$ cat src/logic/lrf_pkg.sv
// Constants and types for the LCD rotated refresh fetch block.
// Assumes a 32-bit AHB-Lite register bus, one word per register index.
package lrf_pkg;

    // Register indices; byte address is four times the index
    localparam logic [7:0] IDX_CTRL        = 8'h40;
    localparam logic [7:0] IDX_STATUS      = 8'h41;
    localparam logic [7:0] IDX_START_LO    = 8'h42;
    localparam logic [7:0] IDX_START_MID   = 8'h43;
    localparam logic [7:0] IDX_START_HI    = 8'h44;
    localparam logic [7:0] IDX_STRIDE_LO   = 8'h46;
    localparam logic [7:0] IDX_STRIDE_HI   = 8'h47;
    localparam logic [7:0] IDX_LINE_WORDS  = 8'h48;
    localparam logic [7:0] IDX_PANEL_LINES = 8'h49;
    localparam logic [7:0] IDX_FIFO_THR    = 8'h4A;

    // Control register fields
    localparam int CTRL_ROT_LSB = 0;
    localparam int CTRL_BPP_LSB = 2;
    localparam int CTRL_PAN_LSB = 4;

    // Status register fields
    localparam int STAT_ACTIVE_BIT = 0;
    localparam int STAT_UNSUP_BIT  = 1;
    localparam int STAT_FILL_LSB   = 8;
    localparam int STAT_THR_LSB    = 16;

    typedef enum logic [1:0] {
        ROT_NONE = 2'h0,
        ROT_90   = 2'h1,
        ROT_180  = 2'h2,
        ROT_270  = 2'h3
    } lrf_rot_t;

    typedef enum logic [1:0] {
        BPP4  = 2'h0,
        BPP8  = 2'h1,
        BPP16 = 2'h2
    } lrf_bpp_t;

    typedef enum logic [1:0] {
        FS_IDLE   = 2'b01,
        FS_ACTIVE = 2'b10
    } lrf_fsm_t;

    // Reset values
    localparam lrf_rot_t    RST_ROT         = ROT_NONE;
    localparam lrf_bpp_t    RST_BPP         = BPP8;
    localparam logic [3:0]  RST_PAN         = 4'h0;
    localparam logic [23:0] RST_START       = 24'h000000;
    localparam logic [15:0] RST_STRIDE      = 16'h0000;
    localparam logic [9:0]  RST_LINE_WORDS  = 10'h000;
    localparam logic [9:0]  RST_PANEL_LINES = 10'h000;
    localparam logic [7:0]  RST_FIFO_THR    = 8'h00;

    // Default high thresholds used while the threshold register is zero
    localparam logic [6:0] THR_DEF_4BPP  = 7'h11;
    localparam logic [6:0] THR_DEF_8BPP  = 7'h21;
    localparam logic [6:0] THR_DEF_16BPP = 7'h23;

    // Pixel panning masks per depth (pixels per 16-bit word, minus one)
    localparam logic [3:0] PAN_MASK_4BPP  = 4'h3;
    localparam logic [3:0] PAN_MASK_8BPP  = 4'h1;
    localparam logic [3:0] PAN_MASK_16BPP = 4'h0;

endpackage

$ cat src/logic/lrf_cpu_if.sv
// CPU display-buffer address path between the top and the rotator.
// Assumes all members are driven on the core clock domain.
`timescale 1ns/100ps
interface lrf_cpu_if
    import lrf_pkg::*;
();
    logic [20:0] cpuAddr;
    logic [20:0] memAddr;
    lrf_rot_t    rot;
    lrf_bpp_t    bpp;
    logic        overlaySel;

    modport rotator (
        input  cpuAddr,
        input  rot,
        input  bpp,
        input  overlaySel,
        output memAddr
    );
    modport ctrl (
        output cpuAddr,
        output rot,
        output bpp,
        output overlaySel,
        input  memAddr
    );
endinterface

$ cat src/logic/lrf_refresh_fetch.sv
// LCD refresh fetch: register slave, address walk, CPU rotation, FIFO gate.
// Assumes a single-master AHB-Lite bus and same-clock panel and memory logic.
`timescale 1ns/100ps

// How it works
// - Rotation field 10b walks fetch addresses downward
// - 180-degree mode leaves CPU addresses untouched
// - Rotation field 11b rotates CPU addresses 270 degrees
// - 180-degree fetch works at 4, 8, 16 bpp
// - 90/270 CPU rotation only at 8, 16 bpp
// - 180 start and pixel panning pan reversed
// - Start plus one stride scrolls one line
// - 270 start steps of one stride pan one pixel
// - 270 start and panning steps scroll lines
// - Overlay and cursor accesses are never rotated
// - Display buffer maps linearly on 21 address bits
// - Nonzero threshold register becomes FIFO high threshold
// - Zero threshold picks per-depth default
// - Threshold sets display fetch request rate
module lrf_refresh_fetch
    import lrf_pkg::*;
#(
    parameter int FIFO_DEPTH = 64
) (
    input  wire logic        core_clk,
    input  wire logic        sys_rst,
    input  wire logic        hsel,
    input  wire logic [31:0] haddr,
    input  wire logic [1:0]  htrans,
    input  wire logic        hwrite,
    input  wire logic [2:0]  hsize,
    input  wire logic [31:0] hwdata,
    input  wire logic        hready,
    output logic             hreadyout,
    output logic             hresp,
    output logic [31:0]      hrdata,
    input  wire logic        frameStart,
    output logic             fetchReq,
    input  wire logic        fetchAck,
    output logic [19:0]      fetchAddr,
    input  wire logic        wordTake,
    output logic [3:0]       pixelPan,
    input  wire logic [20:0] cpuAddr,
    input  wire logic        cpuOverlaySel,
    output logic [20:0]      cpuMemAddr
);
    localparam int FILL_W = $clog2(FIFO_DEPTH + 1);

    typedef struct packed {
        lrf_rot_t          rot;
        lrf_bpp_t          bpp;
        logic [3:0]        pan;
        logic [23:0]       start;
        logic [15:0]       stride;
        logic [9:0]        lineWords;
        logic [9:0]        panelLines;
        logic [7:0]        thrReg;
        lrf_fsm_t          fsm;
        logic [23:0]       lineBase;
        logic [23:0]       curAddr;
        logic [9:0]        wordCnt;
        logic [9:0]        lineCnt;
        logic [FILL_W-1:0] fill;
        logic [3:0]        panOut;
        logic [20:0]       memAddr;
        logic              dpValid;
        logic              dpWrite;
        logic [7:0]        dpIdx;
        logic [31:0]       rdata;
    } lrf_state_t;

    lrf_state_t st;
    lrf_state_t next_st;

    lrf_cpu_if cpuPath ();

    logic [6:0]  activeThr;
    logic        fillBelow;
    logic        fetchStep;
    logic        takeWord;
    logic        addrPhase;
    logic        regHit;
    logic [7:0]  addrIdx;
    logic [23:0] strideExt;
    logic [3:0]  panMask;

    assign cpuPath.cpuAddr    = cpuAddr;
    assign cpuPath.rot        = st.rot;
    assign cpuPath.bpp        = st.bpp;
    assign cpuPath.overlaySel = cpuOverlaySel;

    lrf_cpu_rotator rotator_i (
        .cpu (cpuPath.rotator)
    );

    function automatic logic [31:0] readMux(lrf_state_t s, logic [7:0] idx,
                                            logic [6:0] thr);
        logic [31:0] v;
        v = 32'h00000000;
        case (idx)
            IDX_CTRL: begin
                v[CTRL_ROT_LSB +: 2] = s.rot;
                v[CTRL_BPP_LSB +: 2] = s.bpp;
                v[CTRL_PAN_LSB +: 4] = s.pan;
            end
            IDX_STATUS: begin
                v[STAT_ACTIVE_BIT] = (s.fsm == FS_ACTIVE);
                v[STAT_UNSUP_BIT]  = s.rot[0] && (s.bpp == BPP4);
                v[STAT_FILL_LSB +: FILL_W] = s.fill;
                v[STAT_THR_LSB +: 7] = thr;
            end
            IDX_START_LO:    v[7:0] = s.start[7:0];
            IDX_START_MID:   v[7:0] = s.start[15:8];
            IDX_START_HI:    v[7:0] = s.start[23:16];
            IDX_STRIDE_LO:   v[7:0] = s.stride[7:0];
            IDX_STRIDE_HI:   v[7:0] = s.stride[15:8];
            IDX_LINE_WORDS:  v[9:0] = s.lineWords;
            IDX_PANEL_LINES: v[9:0] = s.panelLines;
            IDX_FIFO_THR:    v[7:0] = s.thrReg;
            default:         v = 32'h00000000;
        endcase
        return v;
    endfunction

    always_comb begin
        next_st = st;

        // Active threshold from the registered threshold and depth
        if (st.thrReg != 8'h00) begin
            activeThr = st.thrReg[6:0];
        end else begin
            case (st.bpp)
                BPP4:    activeThr = THR_DEF_4BPP;
                BPP8:    activeThr = THR_DEF_8BPP;
                default: activeThr = THR_DEF_16BPP;
            endcase
        end

        // Higher threshold keeps requests open longer, more bandwidth
        fillBelow = {{(32-FILL_W){1'b0}}, st.fill} < {25'h0, activeThr};
        fetchReq  = (st.fsm == FS_ACTIVE) && fillBelow;
        fetchStep = fetchReq && fetchAck;
        takeWord  = wordTake && (st.fill != '0);
        strideExt = {8'h00, st.stride};

        // Data phase: register writes land here
        if (st.dpValid && st.dpWrite) begin
            case (st.dpIdx)
                IDX_CTRL: begin
                    next_st.rot = lrf_rot_t'(hwdata[CTRL_ROT_LSB +: 2]);
                    next_st.bpp = lrf_bpp_t'(hwdata[CTRL_BPP_LSB +: 2]);
                    next_st.pan = hwdata[CTRL_PAN_LSB +: 4];
                end
                IDX_START_LO:    next_st.start[7:0]   = hwdata[7:0];
                IDX_START_MID:   next_st.start[15:8]  = hwdata[7:0];
                IDX_START_HI:    next_st.start[23:16] = hwdata[7:0];
                IDX_STRIDE_LO:   next_st.stride[7:0]  = hwdata[7:0];
                IDX_STRIDE_HI:   next_st.stride[15:8] = hwdata[7:0];
                IDX_LINE_WORDS:  next_st.lineWords    = hwdata[9:0];
                IDX_PANEL_LINES: next_st.panelLines   = hwdata[9:0];
                IDX_FIFO_THR:    next_st.thrReg       = hwdata[7:0];
                default:         next_st.dpIdx        = st.dpIdx;
            endcase
        end

        // Address phase; unmapped indices read zero and drop writes
        addrPhase = hsel && htrans[1] && hready;
        addrIdx   = haddr[9:2];
        regHit    = (haddr[31:10] == 22'h000000) && (haddr[1:0] == 2'h0);
        next_st.dpValid = addrPhase && regHit;
        next_st.dpWrite = hwrite;
        next_st.dpIdx   = addrIdx;
        if (addrPhase && !hwrite) begin
            // Read sees a write committed at this same edge, except in the status threshold field
            next_st.rdata = regHit ? readMux(next_st, addrIdx, activeThr)
                                   : 32'h00000000;
        end

        // FIFO fill count
        if (fetchStep && !takeWord) begin
            next_st.fill = st.fill + 1'b1;
        end else if (!fetchStep && takeWord) begin
            next_st.fill = st.fill - 1'b1;
        end

        // Refresh address walk; reversed for 180 and 270
        case (st.fsm)
            FS_IDLE: begin
                next_st.fsm = FS_IDLE;
            end
            FS_ACTIVE: begin
                if (fetchStep) begin
                    if (st.wordCnt == st.lineWords) begin
                        next_st.wordCnt = 10'h000;
                        if (st.lineCnt == st.panelLines) begin
                            next_st.fsm = FS_IDLE;
                        end else begin
                            next_st.lineCnt = st.lineCnt + 10'h001;
                            if (st.rot[1]) begin
                                next_st.lineBase = st.lineBase
                                                 - strideExt;
                            end else begin
                                next_st.lineBase = st.lineBase + strideExt;
                            end
                            next_st.curAddr = next_st.lineBase;
                        end
                    end else begin
                        next_st.wordCnt = st.wordCnt + 10'h001;
                        if (st.rot[1]) begin
                            next_st.curAddr = st.curAddr
                                            - 24'h000001;
                        end else begin
                            next_st.curAddr = st.curAddr + 24'h000001;
                        end
                    end
                end
            end
            default: begin
                next_st.fsm = FS_IDLE;
            end
        endcase

        // New frame restarts the walk from the start address
        if (frameStart) begin
            next_st.fsm      = FS_ACTIVE;
            next_st.lineBase = st.start;
            next_st.curAddr  = st.start;
            next_st.wordCnt  = 10'h000;
            next_st.lineCnt  = 10'h000;
        end

        // Pixel panning runs the other way under reversed refresh
        case (st.bpp)
            BPP4:    panMask = PAN_MASK_4BPP;
            BPP8:    panMask = PAN_MASK_8BPP;
            default: panMask = PAN_MASK_16BPP;
        endcase
        next_st.panOut = st.rot[1] ? (~st.pan & panMask)
                                   : (st.pan & panMask);

        // CPU path: 180 never touches it, overlay never rotated
        next_st.memAddr = cpuPath.memAddr;
    end

    always_ff @(posedge core_clk) begin
        if (sys_rst) begin
            st            <= '0;
            st.rot        <= RST_ROT;
            st.bpp        <= RST_BPP;
            st.pan        <= RST_PAN;
            st.start      <= RST_START;
            st.stride     <= RST_STRIDE;
            st.lineWords  <= RST_LINE_WORDS;
            st.panelLines <= RST_PANEL_LINES;
            st.thrReg     <= RST_FIFO_THR;
            st.fsm        <= FS_IDLE;
        end else begin
            st <= next_st;
        end
    end

    assign hreadyout  = 1'b1;
    assign hresp      = 1'b0;
    assign hrdata     = st.rdata;
    assign fetchAddr  = st.curAddr[19:0];
    assign pixelPan   = st.panOut;
    assign cpuMemAddr = st.memAddr;
endmodule

$ cat src/logic/lrf_cpu_rotator.sv
// Combinational address rotation for CPU display-buffer accesses.
// Assumes a 1024 x 1024 pixel virtual window set up by software.
`timescale 1ns/100ps
module lrf_cpu_rotator
    import lrf_pkg::*;
(
    lrf_cpu_if.rotator cpu
);
    logic [9:0] colIdx;
    logic [9:0] rowIdx;

    always_comb begin
        colIdx = 10'h000;
        rowIdx = 10'h000;
        cpu.memAddr = cpu.cpuAddr;
        // Overlay memory and 4 bpp always pass straight through
        if (!cpu.overlaySel && cpu.rot[0] && cpu.bpp != BPP4) begin
            if (cpu.bpp == BPP8) begin
                colIdx = cpu.cpuAddr[9:0];
                rowIdx = cpu.cpuAddr[19:10];
                if (cpu.rot == ROT_270) begin
                    cpu.memAddr = {cpu.cpuAddr[20], colIdx, ~rowIdx};
                end else begin
                    cpu.memAddr = {cpu.cpuAddr[20], ~colIdx, rowIdx};
                end
            end else begin
                colIdx = cpu.cpuAddr[10:1];
                rowIdx = cpu.cpuAddr[20:11];
                if (cpu.rot == ROT_270) begin
                    cpu.memAddr = {colIdx, ~rowIdx, cpu.cpuAddr[0]};
                end else begin
                    cpu.memAddr = {~colIdx, rowIdx, cpu.cpuAddr[0]};
                end
            end
        end
    end
endmodule

$ cat config.mk
export PLATFORM = sky130hd
export DESIGN_NAME = lrf_refresh_fetch
export DESIGN_NICKNAME = d
export VERILOG_FILES = /design/src/logic/lrf_pkg.sv /design/src/logic/lrf_cpu_if.sv /design/src/logic/lrf_refresh_fetch.sv /design/src/logic/lrf_cpu_rotator.sv
export SDC_FILE = /design/constraint.sdc
export NUM_CORES = 1
export LEC_CHECK = 0
export BUFFER_PORTS_ARGS = -buffer_cell sky130_fd_sc_hd__buf_2
export CAP_MARGIN = 25
export CORE_MARGIN = 2
export CORE_UTILIZATION = 40
export DETAILED_ROUTE_END_ITERATION = 10
export PLACE_DENSITY = 0.69
export SLEW_MARGIN = 20
export SYNTH_ARGS = -nofsm -noshare
export SYNTH_HDL_FRONTEND = slang
export SYNTH_SLANG_ARGS = --single-unit
$ cat constraint.sdc
create_clock -name core_clk -period 4 [get_ports core_clk]
set_input_delay 0.4 -clock core_clk [delete_from_list [all_inputs] [get_ports core_clk]]
set_output_delay 0.4 -clock core_clk [all_outputs]
set_load 0.02 [all_outputs]
# Yosys cells after proc, flatten, opt, wreduce, memory -nomap -nowiden
# Cells that the tools add are included.
# totals
reg_bits	220
latchBits	0
ram_bits	0
rom_bits	0
output_inout_bits	80
memories	0
# classes
addsub	8
multipliers	0
div	0
order_cmp	1
n_eq_ne	29
shift	0
mux	38
bitwise	8
n_reduce_logical	35
# ops
op	n
== test 8 x 7 -> 1 bit, second input constant	19
2-to-1 mux 70 bit	2
2-to-1 mux 76 bit	1
2-to-1 mux 68 bit	1
2-to-1 mux 21 bit	3
2-to-1 mux 8 bit	7
case mux 6 bit (9 select lines)	1
2-to-1 mux 24 bit	2
2-to-1 mux 48 bit	1
2-to-1 mux 10 bit	4
inverter 10 bit	4
2-to-1 mux 34 bit	1
2-to-1 mux 7 bit	4
2-to-1 mux 26 bit	1
adder 24 x 1 -> 24 bit, second input constant	1
adder 24 x 16 -> 24 bit	1
subtractor 24 x 1 -> 24 bit, second input constant	1
subtractor 24 x 16 -> 24 bit	1
2-to-1 mux 23 bit	1
zero test 22 bit	1
adder 10 x 1 -> 10 bit, second input constant	2
== test 10 bit	2
2-to-1 mux 20 bit	1
case mux 2 bit (10 select lines)	1
27 further kinds	56

# Longest topological paths before layout
# depth
word_depth	10
mapped_depth	22

# Cells and area by module
# Synthesis repeated with hierarchy kept, for this count alone.
# unflattened
hier_cells	1412
hier_area_um2	12085.3
# modules_own_cells
module	n_inst	cells_per_inst	area_per_inst_um2	seq_area_each_um2
lrf_refresh_fetch	1	1356	11502.3	4003.8
lrf_cpu_rotator	1	56	583.1	0.0

# Worst setup path after synthesis
# Ideal clock, no wire load.
# synth_timing
path_type	register to register
start	register st[148] in the netlist's numbering
end	register st[73] in the netlist's numbering
setup_ns	0.070
arrival_ns	4.278
path_slack_ns	-0.349
stages_incl_launch_ff	22
path_buffers	1
period_less_slack_ns	4.349
path_cell_list	dfxtp_1 -> nor4_1 -> nor4b_1 -> nor2b_1 -> a21oi_1 -> ha_1 -> a211oi_1 -> nand2_1 -> o21ai_0 -> nand3_1 -> inv_1 -> clkbuf_1 -> ha_1 -> inv_1 -> fa_1 -> a21o_1 -> a21oi_1 -> o21bai_1 -> a21oi_1 -> xnor2_1 -> or3_1 -> a21oi_1
# synth_via
elab_chain_len	8
word_cells_on_any_way	10
cone_classes	1 x order compare; 2 x mux; 7 x reduce/logical
# synth_rtl
item	line_no	text
start: declaration	lrf_refresh_fetch.sv:72	lrf_state_t st;
start signal: assignment	lrf_refresh_fetch.sv:258	st <= next_st;
nonzero test 8 bit	lrf_refresh_fetch.sv:129	if (st.thrReg != 8'h00) begin
2-to-1 mux 7 bit *	lrf_refresh_fetch.sv:129	
less-than comparator 7 bit *	lrf_refresh_fetch.sv:140	fillBelow = {{(32-FILL_W){1'b0}}, st.fill} < {25'h0, activeThr};
logical AND 1 bit *	lrf_refresh_fetch.sv:141	fetchReq = (st.fsm == FS_ACTIVE) && fillBelow;
logical AND 1 bit *	lrf_refresh_fetch.sv:142	fetchStep = fetchReq && fetchAck;
zero test 1 bit	lrf_refresh_fetch.sv:182	end else if (!fetchStep && takeWord) begin
logical AND 1 bit	lrf_refresh_fetch.sv:182	
nonzero test 2 bit (no source line)	--	
# Mark *: on every way between the ends. The rest lies on a longest branch, timed or not.
# A chain may end at the register's enable or synchronous reset.

# Final worst setup path
# Same ends and word-level chain as after synthesis.

==> flow_metrics.py <==
metrics = {
    "outcome": {
        "status": "finished, final reports clean",
    },
    "synthesis": {
        "synth.avg_cell_area_um2": 8.34,
        "synth-edff-count": 0,
        "yosysTopAreaCell": "dfxtp_1",
        "synth_seq_area_share": 0.339,
        "synth.distinct_cells": 75,
        "netlist.area_leader.share": 0.339,
        "syn_inst": 1414,
        "yosys_warnings": 0,
        "synth_ff_type": "dfxtp_1",
        "syn-cell-area_mm2": 0.0118,
        "synth_area_leaders": "dfxtp_1 34%, mux2i_1 7.6%, nor2_1 6.3%",
        "synth_seq_cells": 200,
        "async_reset_ff_frac": 0,
    },
    "floorplanning": {
        "fp.dieH_um": 176,
        "io_pins": 179,
        "initial_core_util": 0.409,
        "coreArea_mm2": 0.0289,
        "dieArea_mm2": 0.0309,
        "dieWidth_um": 176,
        "rows": 62,
    },
    "clock_tree": {
        "htreeDepth": 4,
        "cts.path.max_buffers": 2,
        "numClockSinks": 200,
        "clk_pin_slew_worst_paths_ns": 0.08,
        "clock_latency_ns": 0.45,
        "root_buffer": "clkbuf_16",
        "cts_tree": "built",
        "cts_buffers": 17,
    },
    "sta": {
        "clock-skew-final_ns": 0.0158,
        "rsz0062_at_grt": "yes",
        "slew_headroom": 0.415,
        "finalSetupViolCount": 0,
        "slew_viol_final": 0,
        "min_period_ns": 3.81,
        "worst_pin_slew_ns": 0.865,
        "fmax_mhz": 263,
        "finalCritPeriodShare": 0.952,
        "hold_viol_final": 0,
    },
    "finish": {
        "finalNetCount": 1633,
        "final_area_mm2": 0.0133,
        "syn_to_final_growth_pct": 12.3,
        "final_cell_mix": "198 x nor2_1, 198 x dfxtp_1, 137 x buf_2",
        "fillers": 2860,
        "utilization": 0.459,
        "drive_gt1_frac": 0.169,
        "diodes": 0,
    },
    "placement": {
        "portBuffers": 138,
        "dp_hpwl_um": 24300,
        "place_area_mm2": 0.0125,
        "gp_congestion": 0.926,
    },
    "power_and_ir_drop": {
        "seqPwrFrac": 0.446,
        "p_leak_nw": 5.37,
        "power.switching_fraction": 0.280,
        "ir_worst_vdd_mv": 0.286,
        "power_density_mw_per_mm2": 356,
        "p_int_mw": 3.40,
        "pwr-share-comb": 0.160,
        "power.switching_mw": 1.32,
        "clock_power_share": 0.394,
    },
    "routing": {
        "routed_wl_um": 33200,
        "num_vias": 10400,
        "dr.pass1.iters": 6,
        "drt_iter0_drc": 859,
        "drcViolationCount": 0,
        "viasPerCell": 5.53,
        "routedWlPerCell_um": 17.7,
        "postRouteAntennaNets": 0,
    },
    "grt": {
        "globalRouteOverflowTotal": 0,
        "antenna_found_initial": 0,
        "grt_max_degree": 164,
        "gr-usage-all-layers": 0.213,
        "first_global_vias": 9712,
        "grt_pass1_wl_um": 52300,
    },
    "worst_hold_path": {
        "worstHoldPathType": "input port to register",
    },
    "worst_setup_path": {
        "crit_fanout": 4,
        "worstSetupEndpointType": "register",
        "worstPathRequired_ns": 4.38,
        "worstPathArrival_ns": 4.19,
        "startpoint_type": "register",
        "path_class": "register to register",
    },
    "run": {
        "max-cap-violations": 0,
    },
}
worst max-delay path, cell delays in order, from the launching register on:
cell	delay (ns)
dfxtp_2	0.34
nor4_4	0.31
nor4b_4	0.26
nor2b_4	0.23
a21oi_2	0.09
ha_2	0.33
nand2_1	0.05
a211oi_2	0.27
o21ai_2	0.10
nand3_2	0.08
inv_2	0.04
ha_2	0.18
inv_2	0.08
ha_1	0.26
a21o_1	0.21
a21oi_2	0.16
o21bai_1	0.09
a21oi_2	0.14
xnor2_1	0.08
or3_1	0.32
a21oi_2	0.11
registers in the layout (all words and copies together) (netlist names):
signal / flops
hrdata: 22
fetchAddr: 20
cpuMemAddr: 21
cpuPath.bpp: 2
cpuPath.rot: 2
pixelPan: 2
st: 131
cells in the mapped netlist (4+ instances only):
| master | count |
|---|---|
| ha_1 | 53 |
| dfxtp_1 | 200 |
| o21bai_1 | 5 |
| o21ai_0 | 39 |
| a311oi_1 | 4 |
| o31ai_1 | 7 |
| o211ai_1 | 13 |
| nand2_1 | 107 |
| buf_4 | 80 |
| mux2i_1 | 89 |
| nor3_1 | 25 |
| buf_1 | 10 |
| a31oi_1 | 12 |
| a21oi_1 | 94 |
| or3_1 | 7 |
| clkbuf_1 | 47 |
| inv_1 | 35 |
| or2_2 | 4 |
| or4_1 | 4 |
| nor2b_1 | 22 |
| xnor2_1 | 48 |
| o221ai_1 | 4 |
| and3_1 | 10 |
| nand4_1 | 13 |
| nor4_1 | 13 |
| nor2_1 | 199 |
| xor2_1 | 63 |
| o22ai_1 | 33 |
| a211oi_1 | 24 |
| o21a_1 | 12 |
| nand3_1 | 28 |
| a21o_1 | 13 |
| nand2b_1 | 8 |
| a22o_1 | 6 |
| and2_1 | 6 |
| a22oi_1 | 12 |
| mux2_2 | 4 |
stage by stage:
| step | hold WS, ns | instances | setup slack (ns) | setup TNS, ns | total power, mW |
|---|---|---|---|---|---|
| after floorplan | 0.432 | 1426 | 0.0131 | 0 | 2.66 |
| after global placement | 0.442 | 1837 | 0.0722 | 0 | 2.82 |
| after detailed placement | 0.451 | 1837 | 0.00742 | 0 | 2.83 |
| after CTS | 0.173 | 1871 | 0.0190 | 0 | 4.66 |
| after global routing | 0.194 | 1875 | -0.0664 | -0.0751 | 4.90 |
| final | 0.181 | 1875 | 0.190 | 0 | 4.71 |
routing by layer:
metal  wire length [µm]  share of wire  GRT usage
met1              15100           0.45      0.292
met2              15400           0.46      0.350
met3               2020          0.061     0.0294
met4                701          0.021     0.0579
met5                  0              0          0
final cells by class:
class	instances	area (µm²)	area share
clock buffers	18	439	0.0331
multi-input cells	1050	7000	0.528
flip-flops and latches	200	4010	0.302
well taps	384	480	0.0363
inverters	36	135	0.0102
repair buffers	173	1000	0.0758
clock inverters	14	183	0.0138
repair_timing:
action | in CTS | in global routing
resized for setup | 2 | 24
hold buffers | 0 | 0
pin swaps | 1 | 10
setup endpoints to repair | 2 | 9
setup buffers | 2 | 2
endpoints found under the hold margin | 0 | 0
cell families after synthesis:
kind of cell | count (synthesis) | share of synthesized area
AOI/OAI and AO/OA | 308 | 0.170
muxes | 93 | 0.0793
adders and majority gates | 56 | 0.0613
buffers and inverters | 176 | 0.0818
xor gates and xnor gates | 111 | 0.0824
DFF | 200 | 0.339
other | 2 | 0.000637
and+or+nand+nor | 468 | 0.185
final timing paths:
kind,from,to,slack (ns),cells after the start
setup reg to reg,st[148],st[73],0.19,20
setup / recovery,st[148],st[73],0.19,20
hold reg to reg,hrdata[16],hrdata[16],0.47,2
hold / removal,haddr[9],st[39],0.18,2
power groups by stage:
stage	Combinational (mW)	Sequential (mW)	Clock, mW
2_1_floorplan	0.534	2.13	0
3_5_place_dp	0.682	2.15	0
5_1_grt	0.838	2.11	1.95
6_report	0.755	2.10	1.86
3_3_place_gp	0.668	2.15	0
4_1_cts	0.686	2.10	1.87
(Power assumes the default switching activity.)
